--- src/include/pdb_defines.svh ---
// Timing and layout constants for the parallel display bus block
`ifndef PDB_DEFINES_SVH
`define PDB_DEFINES_SVH

// ****************************************************************
// Clock and strobe timing
// ****************************************************************
`define PDB_CLK_PERIOD_NS 5
`define PDB_WR_LOW_NS 50
`define PDB_WR_HIGH_NS 50
`define PDB_RD_LOW_NS 150
`define PDB_RD_HIGH_NS 150
// Least times round up to whole cycles
`define PDB_CYC(ns) (((ns) + `PDB_CLK_PERIOD_NS - 1) / `PDB_CLK_PERIOD_NS)
`define PDB_WR_LOW_CYC `PDB_CYC(`PDB_WR_LOW_NS)
`define PDB_WR_HIGH_CYC `PDB_CYC(`PDB_WR_HIGH_NS)
`define PDB_RD_LOW_CYC `PDB_CYC(`PDB_RD_LOW_NS)
`define PDB_RD_HIGH_CYC `PDB_CYC(`PDB_RD_HIGH_NS)

// ****************************************************************
// Widths, depths and reset values
// ****************************************************************
`define PDB_DATA_W 16
`define PDB_CNT_W 8
`define PDB_FIFO_DEPTH 16
`define PDB_DATA_RST 16'h0000
`define PDB_CNT_RST 8'h00

`endif

--- src/include/pdb_pkg.sv ---
// Types shared by the parallel display bus block
`include "pdb_defines.svh"

package pdb_pkg;

    // One queued bus transfer
    typedef struct packed {
        logic is_read;                      // Read strobe cycle, else write
        logic register_select;              // Low: index, high: data
        logic [`PDB_DATA_W-1:0] data;       // Write word, unused on reads
    } pdb_cmd_type;

    // Pins of the display side
    typedef struct packed {
        logic [`PDB_DATA_W-1:0] data_out;   // Word driven on the bus
        logic data_oe;                      // High while we drive the bus
        logic write_strobe_n;               // Write strobe, active low
        logic read_strobe_n;                // Read strobe, active low
        logic register_select;              // Index or data select
        logic display_select_n;             // Chip select, active low
        logic display_reset_n;              // Display reset, active low
    } pdb_pins_type;

endpackage : pdb_pkg

--- src/rtl/pdb_display_bus.sv ---
// Command FIFO and 16-bit parallel display bus master
`timescale 1ns/1ps
`include "pdb_defines.svh"

// ****************************************************************
// Command FIFO
// ****************************************************************
module pdb_fifo #(
    parameter int WIDTH = 18,
    parameter int DEPTH = 16
) (
    input wire logic core_clk,              // System clock
    input wire logic rst,                   // Sync reset, active high
    input wire logic ce,                    // Clock enable
    input wire logic in_valid,              // Source has a word
    output logic in_ready,                  // Room for a word
    input wire logic [WIDTH-1:0] in_data,   // Word in
    output logic out_valid,                 // Word available
    input wire logic out_ready,             // Sink takes a word
    output logic [WIDTH-1:0] out_data       // Word out
);
    localparam int AW = $clog2(DEPTH);

    logic [WIDTH-1:0] mem [DEPTH];
    logic [AW-1:0] wr_ptr_q;
    logic [AW-1:0] rd_ptr_q;
    logic [AW:0] count_q;
    logic [AW:0] count_d;
    logic in_ready_q;
    logic push;
    logic pop;

    // Handshakes; ready is a flop so it never loops back combinationally
    assign push = ce && in_valid && in_ready_q;
    assign pop = ce && out_ready && (count_q != '0);
    assign count_d = count_q + (AW+1)'(push) - (AW+1)'(pop);
    assign in_ready = in_ready_q;
    assign out_valid = (count_q != '0);
    assign out_data = mem[rd_ptr_q];

    // Storage, no reset needed
    always_ff @(posedge core_clk)
    begin
        if (push)
        begin
            mem[wr_ptr_q] <= in_data;
        end
    end

    // Pointers and fill level; depth must be a power of two
    always_ff @(posedge core_clk)
    begin
        if (rst)
        begin
            wr_ptr_q <= '0;
            rd_ptr_q <= '0;
            count_q <= '0;
            in_ready_q <= 1'b0;
        end
        else if (ce)
        begin
            if (push)
            begin
                wr_ptr_q <= wr_ptr_q + 1'b1;
            end
            if (pop)
            begin
                rd_ptr_q <= rd_ptr_q + 1'b1;
            end
            count_q <= count_d;
            in_ready_q <= (count_d != (AW+1)'(DEPTH));
        end
    end
endmodule : pdb_fifo

// ****************************************************************
// Display bus master
// ****************************************************************
module pdb_display_bus (
    input wire logic core_clk,                      // System clock, 200 MHz
    input wire logic rst,                           // Sync reset, active high
    input wire logic ce,                            // Clock enable, freezes all
    input wire logic release_display,               // High lets display run
    input wire logic cmd_valid,                     // Command offered
    output logic cmd_ready,                         // Command queue has room
    input wire pdb_pkg::pdb_cmd_type cmd,           // Queued command
    output logic rd_valid,                          // One-cycle read result
    output logic [`PDB_DATA_W-1:0] rd_data,         // Word read back
    output logic rd_refused,                        // Read dropped, no address
    output logic addr_selected,                     // An index write is in place
    output logic busy,                              // Transfer in progress
    input wire logic [`PDB_DATA_W-1:0] display_data_in, // Bus level in
    output pdb_pkg::pdb_pins_type pins              // Display side pins
);
    import pdb_pkg::*;

    typedef enum logic [1:0] {ST_IDLE, ST_SETUP, ST_LOW, ST_HIGH} pdb_state_type;

    pdb_state_type state_q;
    pdb_cmd_type cur_q;
    pdb_cmd_type head;
    pdb_pins_type pins_q;
    logic head_valid;
    logic head_take;
    logic [`PDB_CNT_W-1:0] cnt_q;
    logic last_low;
    logic last_high;
    logic addr_sel_q;
    logic rd_valid_q;
    logic rd_refused_q;
    logic busy_q;
    logic [`PDB_DATA_W-1:0] rd_data_q;

    // Sixteen-deep queue decouples the user from slow strobe timing
    pdb_fifo #(
        .WIDTH($bits(pdb_cmd_type)),
        .DEPTH(`PDB_FIFO_DEPTH)
    ) u_cmd_fifo (
        .core_clk(core_clk),
        .rst(rst),
        .ce(ce),
        .in_valid(cmd_valid),
        .in_ready(cmd_ready),
        .in_data(cmd),
        .out_valid(head_valid),
        .out_ready(head_take),
        .out_data(head)
    );

    // Take one command per idle slot
    assign head_take = ce && (state_q == ST_IDLE);
    assign last_low = (state_q == ST_LOW) && (cnt_q == `PDB_CNT_RST);
    assign last_high = (state_q == ST_HIGH) && (cnt_q == `PDB_CNT_RST);

    // Sequencer: setup, strobe low, strobe high (hold), then idle
    always_ff @(posedge core_clk)
    begin
        if (rst)
        begin
            state_q <= ST_IDLE;
            cnt_q <= `PDB_CNT_RST;
            cur_q <= '0;
        end
        else if (ce)
        begin
            unique case (state_q)
                ST_IDLE:
                begin
                    // A read with no address in place is dropped
                    if (head_valid && (!head.is_read || addr_sel_q))
                    begin
                        cur_q <= head;
                        state_q <= ST_SETUP;
                    end
                end
                ST_SETUP:
                begin
                    state_q <= ST_LOW;
                    cnt_q <= cur_q.is_read ? `PDB_CNT_W'(`PDB_RD_LOW_CYC - 1)
                                           : `PDB_CNT_W'(`PDB_WR_LOW_CYC - 1);
                end
                ST_LOW:
                begin
                    if (last_low)
                    begin
                        state_q <= ST_HIGH;
                        cnt_q <= cur_q.is_read ? `PDB_CNT_W'(`PDB_RD_HIGH_CYC - 1)
                                               : `PDB_CNT_W'(`PDB_WR_HIGH_CYC - 1);
                    end
                    else
                    begin
                        cnt_q <= cnt_q - 1'b1;
                    end
                end
                ST_HIGH:
                begin
                    // High phase also holds data and select past the edge
                    if (last_high)
                    begin
                        state_q <= ST_IDLE;
                    end
                    else
                    begin
                        cnt_q <= cnt_q - 1'b1;
                    end
                end
            endcase
        end
    end

    // Bus, select and strobe pins follow the sequencer state
    always_ff @(posedge core_clk)
    begin
        if (rst)
        begin
            pins_q.data_out <= `PDB_DATA_RST;
            pins_q.data_oe <= 1'b0;
            pins_q.write_strobe_n <= 1'b1;
            pins_q.read_strobe_n <= 1'b1;
            pins_q.register_select <= 1'b0;
            pins_q.display_select_n <= 1'b1;
        end
        else if (ce)
        begin
            if (state_q == ST_IDLE && head_valid && (!head.is_read || addr_sel_q))
            begin
                pins_q.display_select_n <= 1'b0;
                pins_q.register_select <= head.register_select;
                pins_q.data_out <= head.data;
                pins_q.data_oe <= !head.is_read;
            end
            else if (state_q == ST_SETUP)
            begin
                pins_q.write_strobe_n <= cur_q.is_read;
                pins_q.read_strobe_n <= !cur_q.is_read;
            end
            else if (last_low)
            begin
                // Rising edge: display latches writes, read data captured on this same edge
                pins_q.write_strobe_n <= 1'b1;
                pins_q.read_strobe_n <= 1'b1;
            end
            else if (last_high)
            begin
                pins_q.display_select_n <= 1'b1;
                pins_q.data_oe <= 1'b0;
            end
        end
    end

    // Display reset follows the release request
    always_ff @(posedge core_clk)
    begin
        if (rst)
        begin
            pins_q.display_reset_n <= 1'b0;
        end
        else if (ce)
        begin
            pins_q.display_reset_n <= release_display;
        end
    end

    // Address tracking; a completing index write wins over a display reset
    always_ff @(posedge core_clk)
    begin
        if (rst)
        begin
            addr_sel_q <= 1'b0;
        end
        else if (ce)
        begin
            if (last_high && !cur_q.is_read && !cur_q.register_select)
            begin
                addr_sel_q <= 1'b1;
            end
            else if (!pins_q.display_reset_n)
            begin
                addr_sel_q <= 1'b0;
            end
        end
    end

    // Read capture in the last low cycle, on the same edge that raises the strobe
    always_ff @(posedge core_clk)
    begin
        if (rst)
        begin
            rd_valid_q <= 1'b0;
            rd_data_q <= `PDB_DATA_RST;
            rd_refused_q <= 1'b0;
            busy_q <= 1'b0;
        end
        else if (ce)
        begin
            rd_valid_q <= last_low && cur_q.is_read;
            if (last_low && cur_q.is_read)
            begin
                rd_data_q <= display_data_in;
            end
            rd_refused_q <= (state_q == ST_IDLE) && head_valid && head.is_read
                            && !addr_sel_q;
            busy_q <= (state_q != ST_IDLE) ? !last_high
                      : (head_valid && (!head.is_read || addr_sel_q));
        end
    end

    assign pins = pins_q;
    assign rd_valid = rd_valid_q;
    assign rd_data = rd_data_q;
    assign rd_refused = rd_refused_q;
    assign addr_selected = addr_sel_q;
    assign busy = busy_q;
endmodule : pdb_display_bus

--- config.mk ---
export PLATFORM = sky130hd
export DESIGN_NAME = pdb_display_bus
export DESIGN_NICKNAME = d
export VERILOG_FILES = /design/src/include/pdb_pkg.sv /design/src/rtl/pdb_display_bus.sv
export VERILOG_INCLUDE_DIRS = /design/src /design/src/include
export SDC_FILE = /design/constraint.sdc
export NUM_CORES = 1
export LEC_CHECK = 0
export BUFFER_PORTS_ARGS = -buffer_cell sky130_fd_sc_hd__buf_4
export CORE_UTILIZATION = 35
export DETAILED_ROUTE_END_ITERATION = 7
export PLACE_DENSITY = 0.51
export SYNTH_ARGS = -nofsm -noshare
export SYNTH_HDL_FRONTEND = slang
export SYNTH_SLANG_ARGS = --single-unit
export TNS_END_PERCENT = 5
--- constraint.sdc ---
create_clock -name core_clk -period 8.4 [get_ports core_clk]
set_clock_uncertainty 0.05 [all_clocks]
set_input_delay 0.42 -clock core_clk [delete_from_list [all_inputs] [get_ports core_clk]]
set_output_delay 0.42 -clock core_clk [all_outputs]
set_load 0.01 [all_outputs]
-- Word-level counts from Yosys, hierarchy flattened
Memory sizes are Yosys's and may differ from the RTL's. A register that Yosys moved wholly into a read port is not among the register bits.
Index checks and enable logic that the tools add are counted.
- $add $sub $neg: 5
- equal/unequal tests: 11
- multiplexer cells: 24
- bitwise gates (word level): 1
- reductions and logical operators: 38
- operators by type and width (cell ; count):
    $pmux 8 s3 ; 1
    $mux 8 ; 2
    $logic_and 1x1->1 ; 15
    $mux 1 ; 13
    $reduce_and 2->1 ; 5
    $reduce_and 3->1 ; 3
    $add 4x1->4 const B ; 2
    $logic_not 8->1 ; 1
    $mux 2 ; 4
    $mux 4 ; 2
    $ne 2x2->1 const B ; 4
    $pmux 2 s4 ; 1
    $reduce_and 4->1 ; 2
    $sub 8x1->8 const B ; 1
    $ne 2x1->1 const B ; 3
    $reduce_bool 2->1 ; 3
    $add 5x1->5 ; 1
    $logic_not 1->1 ; 5
    $mux 5 ; 1
    $ne 5x5->1 const B ; 1
    $reduce_bool 5->1 ; 1
    $sub 5x1->5 ; 1
    $eq 2x2->1 const B ; 2
    $reduce_bool 3->1 ; 1
    other kinds (4) ; 4
- bits in registers: 68
- memory bits (writable): 288
- output and inout bits: 43
- memories kept: 1
- memory list (name ; depth ; bits a word ; rd ports ; clocked after memory_dff ; wr ports ; line ; text):
    u_cmd_fifo.mem ; 16 ; 18 ; 1 ; 1 ; 1 ; pdb_display_bus.sv:24 ; logic [WIDTH-1:0] mem [DEPTH];

-- Logic depth before layout (Yosys ltp)
Gate-level depths: netlist of run 1.
- depth in word-level cells: 7
- depth in mapped cells: 17
- depth with buffers taken out: 16

-- Hierarchy
From an unflattened synthesis of run 1, not the netlist that was laid out.
- cells, all modules: 776
- area total of the unflattened synthesis: 14244.9 um^2
- by module, submodules not included (module ; instances ; cells each ; area an instance (um^2)):
    pdb_fifo ; 1 ; 518 ; 11856.4
    pdb_display_bus ; 1 ; 258 ; 2388.5

-- Least setup slack after synthesis of run 1
OpenSTA, ideal clock, no wires.
- path type: register to register
- start point: register u_cmd_fifo.count_q[3]
- end point: register u_cmd_fifo.in_ready_q (netlist: u_cmd_fifo.in_ready)
- setup time: 0.091 ns
- data arrival time: 3.205 ns
- required time: 8.259 ns
- setup slack: 5.054 ns
- stages on the path, launching flop included: 17
- path buffers: 1
- cell sequence: dfxtp_1 > inv_1 > ha_1 > nor4b_1 > nand2b_1 > clkbuf_1 > nor2_1 > ha_1 > inv_1 > ha_1 > inv_1 > fa_1 > nand2b_1 > a21oi_1 > nor3_1 > or3_1 > a311oi_1
- longest elaborated chain between the ends: 4
- elaborated cells between the ends (all ways): 5
- those cells by class: 2 x add/sub; 1 x eq/ne; 2 x reduce/logical
- RTL lines (item ; line ; text):
    start, declared ; pdb_display_bus.sv:27 ; logic [AW:0] count_q;
    start signal, assigned ; pdb_display_bus.sv:70 ; count_q <= count_d;
    parallel branches: the longest is 2 deep, another holds $add 5x1->5 ; -- ;
    $sub 5x1->5 (*) ; pdb_display_bus.sv:36 ; assign count_d = count_q + (AW+1)'(push) - (AW+1)'(pop);
    $ne 5x5->1 (*) ; pdb_display_bus.sv:71 ; in_ready_q <= (count_d != (AW+1)'(DEPTH));
    end signal, assigned ; pdb_display_bus.sv:71 ;
    end, declared ; pdb_display_bus.sv:29 ; logic in_ready_q;
Every way passes the cells marked *.
A chain may end at the register's enable or synchronous reset.

-- Worst setup path in the final report of run 1
Ends and elaborated chain as after synthesis.

==> impl_metrics.json, run 1 <==
{
  "power.internal_uw": 3310,
  "worst_pin_slew_ns": 1.17,
  "htree_levels": 2,
  "power_frac_seq_pct": 46.1,
  "fin_ws_ns": 4.73,
  "drt_iter0_drc": 553,
  "multi_input_area_um2": 3680,
  "setup_viol": 0,
  "synth.avg_cell_area_um2": 16.8,
  "wirelength_um": 31500,
  "fin_util_pct": 42.3,
  "cts_buffer_depth": 3,
  "cts_buffers": 40,
  "max_slew_margin_pct": 21.4,
  "cap_violations": 0,
  "place.gp.congestion": 0.711,
  "viasPerCell": 5.07,
  "post-cts-setup-buffers": 0,
  "ys_warn_count": 0,
  "setup.worst_path.start_class": "flop",
  "ctsResizeCount": 0,
  "worstPathArrival_ns": 4.06,
  "crit_required_ns": 8.79,
  "place_hpwl_um": 17600,
  "wl_per_cell_um": 21.3,
  "clockRootBuffer": "clkbuf_16",
  "rows": 72,
  "cts_tree": "yes",
  "async_flop_share_pct": 0,
  "synth_top_area_cell": "edfxtp_1",
  "slew_violations": 0,
  "antenna_cells": 0,
  "dp_slack_ns": 4.77,
  "synth_nets": 888,
  "fin_nets": 986,
  "fin_worst_hold_slack_ns": 0.0797,
  "max_freq_ghz": 0.272,
  "grt_usage_pct": 15.7,
  "synthTopCellsByArea": "edfxtp_1 62%, mux4_2 12%, dfxtp_1 10%, nand2_1 2.3%, a22oi_1 2.0%",
  "ys_seq_elements": 360,
  "dieArea_um2": 40700,
  "p_per_area_nw_per_um2": 270,
  "switchingPower_uw": 1150,
  "grt_pass1_wl_um": 47500,
  "synth_common_cells": "288 x edfxtp_1, 85 x nand2_1, 73 x mux4_2, 72 x dfxtp_1, 48 x nor2_1",
  "crit_buf_inv": 3,
  "die_w_um": 202,
  "min_period_ns": 3.67,
  "die_h_um": 202,
  "grt_max_degree": 69,
  "globalRouteOverflowTotal": 0,
  "drt_first_pass_iters": 4,
  "fin_crit_sh_pct": 43.7,
  "cpPeakStageDelay_ns": 0.46,
  "path_class": "flop to flop",
  "start_util_pct": 35.8,
  "path_max_fanout": 8,
  "nFillCells": 3496,
  "cpMaxStageDelayCell": "nor4b_1",
  "vias": 7486,
  "cts_hold_buf": 0,
  "netlist_area_um2": 14000,
  "final_layout_size_suffix_gt1_share_pct": 28.7,
  "ios": 82,
  "hold_violations": 0,
  "antenna_found_initial": 0,
  "synth_most_common_cell": "edfxtp_1",
  "yosysUniqueCellTypes": 43,
  "crit_family": "simple AND/OR/NAND/NOR gates",
  "postSynthCellCount": 830,
  "synth_top_area_share_pct": 61.9,
  "crit_chain": "inv_1 > ha_1 > nor4b_1 > nand2b_1 > nor2_1 > ha_1 > inv_1 > ha_1 > inv_1 > fa_1 > nand2b_1 > a21oi_1 > nor3_1 > or3_1 > a311oi_1",
  "hold_class": "input port to flop",
  "insertion_delay_ns": 0.55,
  "ys_seq_area_share_pct": 72.2,
  "combPwrFrac_pct": 16.1,
  "drc_errors": 0,
  "status": "finished clean",
  "ant_nets": 0,
  "ys.flop_type": "edfxtp_1",
  "synth_edf_count": 288,
  "final.setup.tns_ns": 0,
  "worstSetupEndpointType": "flop",
  "p_clk_share_pct": 37.7,
  "cts.reportedPaths.clkPinSlew_ns": 0.06,
  "grt_pass1_vias": 7517,
  "seq_area_um2": 10100,
  "coreArea_um2": 39000,
  "switching_share_pct": 25.9,
  "syn2layout_area_growth_pct": 18.1,
  "leakagePower_uw": 0.00542,
  "ir_drop_mv": 0.129,
  "cts.sinks": 360,
  "numPortBuffers": 81,
  "rsz0062_at_grt": "false"
}
[tightest hold or removal path, cell delays in order]
cell	delay (ns)
buf_4	0.11
nand2_1	0.04
a21oi_1	0.05
[worst paths after layout]
check / start / endpoint / slack [ns] / depth (start not counted)
max: u_cmd_fifo.count_q[3]$_SDFFE_PP0P_ / u_cmd_fifo.in_ready$_SDFFE_PP0P_ / 4.73 / 15
min: display_data_in[1] / rd_data[1]$_SDFFE_PP0P_ / 0.08 / 3
max reg2reg: u_cmd_fifo.count_q[3]$_SDFFE_PP0P_ / u_cmd_fifo.in_ready$_SDFFE_PP0P_ / 4.73 / 15
min reg2reg: rd_data[6]$_SDFFE_PP0P_ / rd_data[6]$_SDFFE_PP0P_ / 0.40 / 2
[layer usage]
layer	GRT usage, %	wire [um]
met4	3.60	484
met5	0	0
met3	2.92	1670
met2	25.5	15100
met1	21.7	14300
[layout make-up]
cell class,count,share of cell area [%]
Timing Repair Buffer,102,4.64
Clock inverter,13,0.712
Clock buffer,60,6.95
Inverter,17,0.386
Tap cell,518,3.92
Sequential cell,360,61.1
Multi-Input combinational cell,407,22.3
[sequential cells by signal, indices dropped and copies added, names as in the netlist, named ones only]
name                 flops
addr_selected            1
busy                     1
cnt_q                    8
cur_q                    2
pins                    22
rd_data                 16
rd_refused               1
rd_valid                 1
state_q                  2
u_cmd_fifo.count_q       5
u_cmd_fifo.in_ready      1
u_cmd_fifo.mem         288
u_cmd_fifo.rd_ptr_q      4
u_cmd_fifo.wr_ptr_q      4
[cells in the final DEF (no fill, tap or decap), drive strengths merged, types with 2 or more instances in the layout]
cell      n
nor2     48
nor2b     3
nand4     2
clkinv    9
nand3     3
o221ai    2
nand2    95
xor2      6
nor4b     3
dfxtp    72
a21oi    51
nor4      2
a311oi    2
ha       18
mux2i     5
clkbuf   60
a22oi    37
a211oi    5
edfxtp  288
mux4     73
nor3     12
nand2b   10
o21ai     7
buf     102
and2      3
inv      20
xnor2     6
and3      3
o32ai     2
[power groups by stage]
stage | Sequential, uW | Combinational [uW] | Clock, uW
2_1_floorplan | 2060 | 552 | 0
6_report | 2060 | 719 | 1680
5_1_grt | 2070 | 804 | 1800
3_3_place_gp | 2100 | 727 | 0
3_5_place_dp | 2100 | 728 | 0
4_1_cts | 2060 | 732 | 1730
[cells by family after synthesis]
kind of cell               count (synthesis)  synth area share [%]
muxes                                     78                  12.1
DFF                                      360                  72.2
AOI/OAI and AO/OA                        111                  5.28
adders and majority gates                 19                  1.75
buffers and inverters                     63                  1.93
and+or+nand+nor                          187                  6.00
xor gates and xnor gates                  12                 0.752
[metrics by stage]
step | cell area [um^2] | power [uW] | cells
floorplan | 14000 | 2620 | 830
global placement | 15300 | 2830 | 1404
detailed placement | 15300 | 2830 | 1404
CTS | 16500 | 4520 | 1477
global route | 16500 | 4680 | 1477
finish | 16500 | 4460 | 1477
(Power assumes the default switching activity.)
==> inputs of run 2 (changes only) <==
Settings changed: PLACE_DENSITY 0.51 to 0.53.
Clock period 8.4 ns to 3.15 ns, I/O delays scaled along.
==> run 2 against run 1 <==
Net effect:
- first-iteration DRC count is 3.3% lower
- worst setup slack got worse by 4.5 ns
- combinational power grew to 3.2 times the previous value
- final cell count increased by 4.0%
- fmax up 26%
- critical endpoint unchanged
- register-to-register slack lost 4.5 ns
- non-clock buffer count rose by 60
- core utilization rose by 1.3 points
- count of clock-buffer cells in the layout down 3
- sequential power increased to 2.6 times the previous value
- routed wire length up 1.2%
- worst hold slack improved by 0.093 ns
==> impl_metrics.json, run 2 (same netlist as run 1, synthesis figures left out) <==
{
  "cts.reportedPaths.clkPinSlew_ns": 0.06,
  "min_path_cells": 2,
  "switchingPower_uw": 3080,
  "leakagePower_uw": 0.00567,
  "setup.worst_path.start_class": "flop",
  "dieArea_um2": 40700,
  "crit_required_ns": 3.54,
  "coreArea_um2": 39000,
  "rsz0062_at_grt": "false",
  "insertion_delay_ns": 0.54,
  "drc_errors": 0,
  "wl_per_cell_um": 20.8,
  "syn2layout_area_growth_pct": 21.9,
  "place.gp.congestion": 0.736,
  "hold_violations": 0,
  "power.internal_uw": 8750,
  "p_clk_share_pct": 35.1,
  "max_freq_ghz": 0.344,
  "grt_max_degree": 69,
  "min_from": "rst",
  "r2r_setup_slack_ns": 0.24,
  "place_hpwl_um": 18200,
  "placedCellCount": 1427,
  "combPwrFrac_pct": 19.2,
  "grt_pass1_vias": 7760,
  "nFillCells": 3467,
  "slew_violations": 0,
  "drt_iter0_drc": 535,
  "fin_crit_sh_pct": 92.3,
  "largest_reg_flops": 288,
  "min_period_ns": 2.91,
  "switching_share_pct": 26.1,
  "final_layout_size_suffix_gt1_share_pct": 29.7,
  "power_frac_seq_pct": 45.7,
  "worstPathArrival_ns": 3.30,
  "worstSetupStartpoint": "u_cmd_fifo.count_q[2]$_SDFFE_PP0P_",
  "ir_drop_mv": 0.418,
  "grt_usage_pct": 15.9,
  "r2r_cells": 15,
  "ios": 82,
  "path_max_fanout": 3,
  "instances_no_fill": 1536,
  "cts_tree": "yes",
  "rows": 72,
  "final.setup.tns_ns": 0,
  "numPortBuffers": 81,
  "clockRootBuffer": "clkbuf_16",
  "path_class": "flop to flop",
  "grt_pass1_wl_um": 48900,
  "cts_buffers": 39,
  "cts.sinks": 360,
  "htree_levels": 2,
  "min_to": "pins[0]$_SDFFE_PP0P_",
  "p_per_area_nw_per_um2": 695,
  "max_flop_register": "u_cmd_fifo.mem",
  "fin_nets": 1045,
  "status": "finished clean",
  "worst_pin_slew_ns": 0.894,
  "reg2reg_to": "u_cmd_fifo.in_ready$_SDFFE_PP0P_",
  "antenna_found_initial": 1,
  "final_cell_mix": "288 x edfxtp_1, 123 x buf_4, 85 x nand2_1, 73 x mux4_2, 70 x dfxtp_1",
  "ant_nets": 0,
  "vias": 7627,
  "die_w_um": 202,
  "drt_first_pass_iters": 7,
  "timing.rr.start": "u_cmd_fifo.count_q[2]$_SDFFE_PP0P_",
  "viasPerCell": 4.97,
  "final_common_cell": "edfxtp_1",
  "setup_viol": 0,
  "worstSetupEndpointType": "flop",
  "max_slew_margin_pct": 40.4,
  "fin_util_pct": 43.7,
  "die_h_um": 202,
  "start_util_pct": 35.8,
  "hold_class": "input port to flop",
  "globalRouteOverflowTotal": 0,
  "cap_violations": 0,
  "cts_buffer_depth": 3,
  "wirelength_um": 31900
}
==> run 2: changes by cell type in the layout (fill, tap and decap cells not counted), sizes merged <==
| cell | before | now |
|---|---|---|
| clkinvlp | 0 | 1 |
| diode | 0 | 1 |
| buf | 102 | 126 |
| inv | 20 | 19 |
| bufinv | 1 | 0 |
| clkbuf | 60 | 57 |
| dlygate4sd3 | 0 | 36 |
| clkinv | 9 | 11 |
==> run 2: per-stage QoR <==
| stage | hold WS, ns | total power [uW] | cell area, um^2 | setup slack [ns] |
|---|---|---|---|---|
| 3_5_place_dp | 0.354 | 7680 | 15500 | -0.0627 |
| 5_1_grt | 0.186 | 12400 | 17000 | 0.0356 |
| 6_report | 0.173 | 11800 | 17000 | 0.241 |
| 2_1_floorplan | 0.206 | 6990 | 14000 | 0.0597 |
| 4_1_cts | 0.159 | 11900 | 17000 | 0.0199 |
| 3_3_place_gp | 0.345 | 7660 | 15500 | 0.0332 |
==> run 2: worst max-delay path, cell delays in order, from the launching register on <==
cell      delay, ns
dfxtp_1        0.31
inv_1          0.08
ha_1           0.17
nor4b_4        0.22
nand2b_4       0.19
nor2_4         0.04
ha_1           0.27
inv_1          0.06
ha_1           0.16
inv_1          0.06
fa_2           0.37
nand2b_4       0.16
a21oi_4        0.13
nor3_1         0.07
or3_1          0.32
a311oi_2       0.18
==> run 2: layout make-up <==
type                    instances  area, um^2  share of cell area (%)
clock buffers                  57        1060                    6.24
clock inverters                14        85.1                   0.499
well taps                     518         648                    3.80
flip-flops and latches        360       10100                    59.3
inverters                      17        63.8                   0.374
repair buffers                162        1340                    7.89
diodes                          1        2.50                  0.0147
multi-input cells             407        3740                    21.9
==> run 2: power by group through the flow <==
stage                     Sequential, uW  Clock, uW  Combinational [uW]
after floorplan                     5510          0                1490
after CTS                           5410       4270                2220
after global placement              5500          0                2160
final                               5410       4150                2270
after detailed placement            5510          0                2170
after global routing                5430       4440                2510
==> run 2: worst max path at each step <==
stage | to | slack [ns] | cells after the start
global route | u_cmd_fifo.in_ready$_SDFFE_PP0P_ | 0.04 | 15
finish | u_cmd_fifo.in_ready$_SDFFE_PP0P_ | 0.24 | 15
global placement | u_cmd_fifo.in_ready$_SDFFE_PP0P_ | 0.03 | 15
CTS | u_cmd_fifo.in_ready$_SDFFE_PP0P_ | 0.02 | 15
floorplan | u_cmd_fifo.in_ready$_SDFFE_PP0P_ | 0.06 | 16
detailed placement | u_cmd_fifo.in_ready$_SDFFE_PP0P_ | -0.06 | 15
==> run 2: what timing repair did <==
item,4_1_cts,5_1_grt
hold endpoints to repair,306,0
hold buffers,36,0
setup buffers,0,1
resized for setup,1,7
pin swaps,0,1
endpoints found under the setup margin,2,2
==> run 2: per-layer routing <==
layer | part of all wire [%] | GRT usage [%] | up-vias
met5 | 0 | 0 | -
met2 | 46 | 25.1 | 224
met4 | 1.6 | 3.98 | 0
li1 | - | - | 3522
met3 | 6.3 | 3.27 | 42
met1 | 46 | 22.5 | 3839
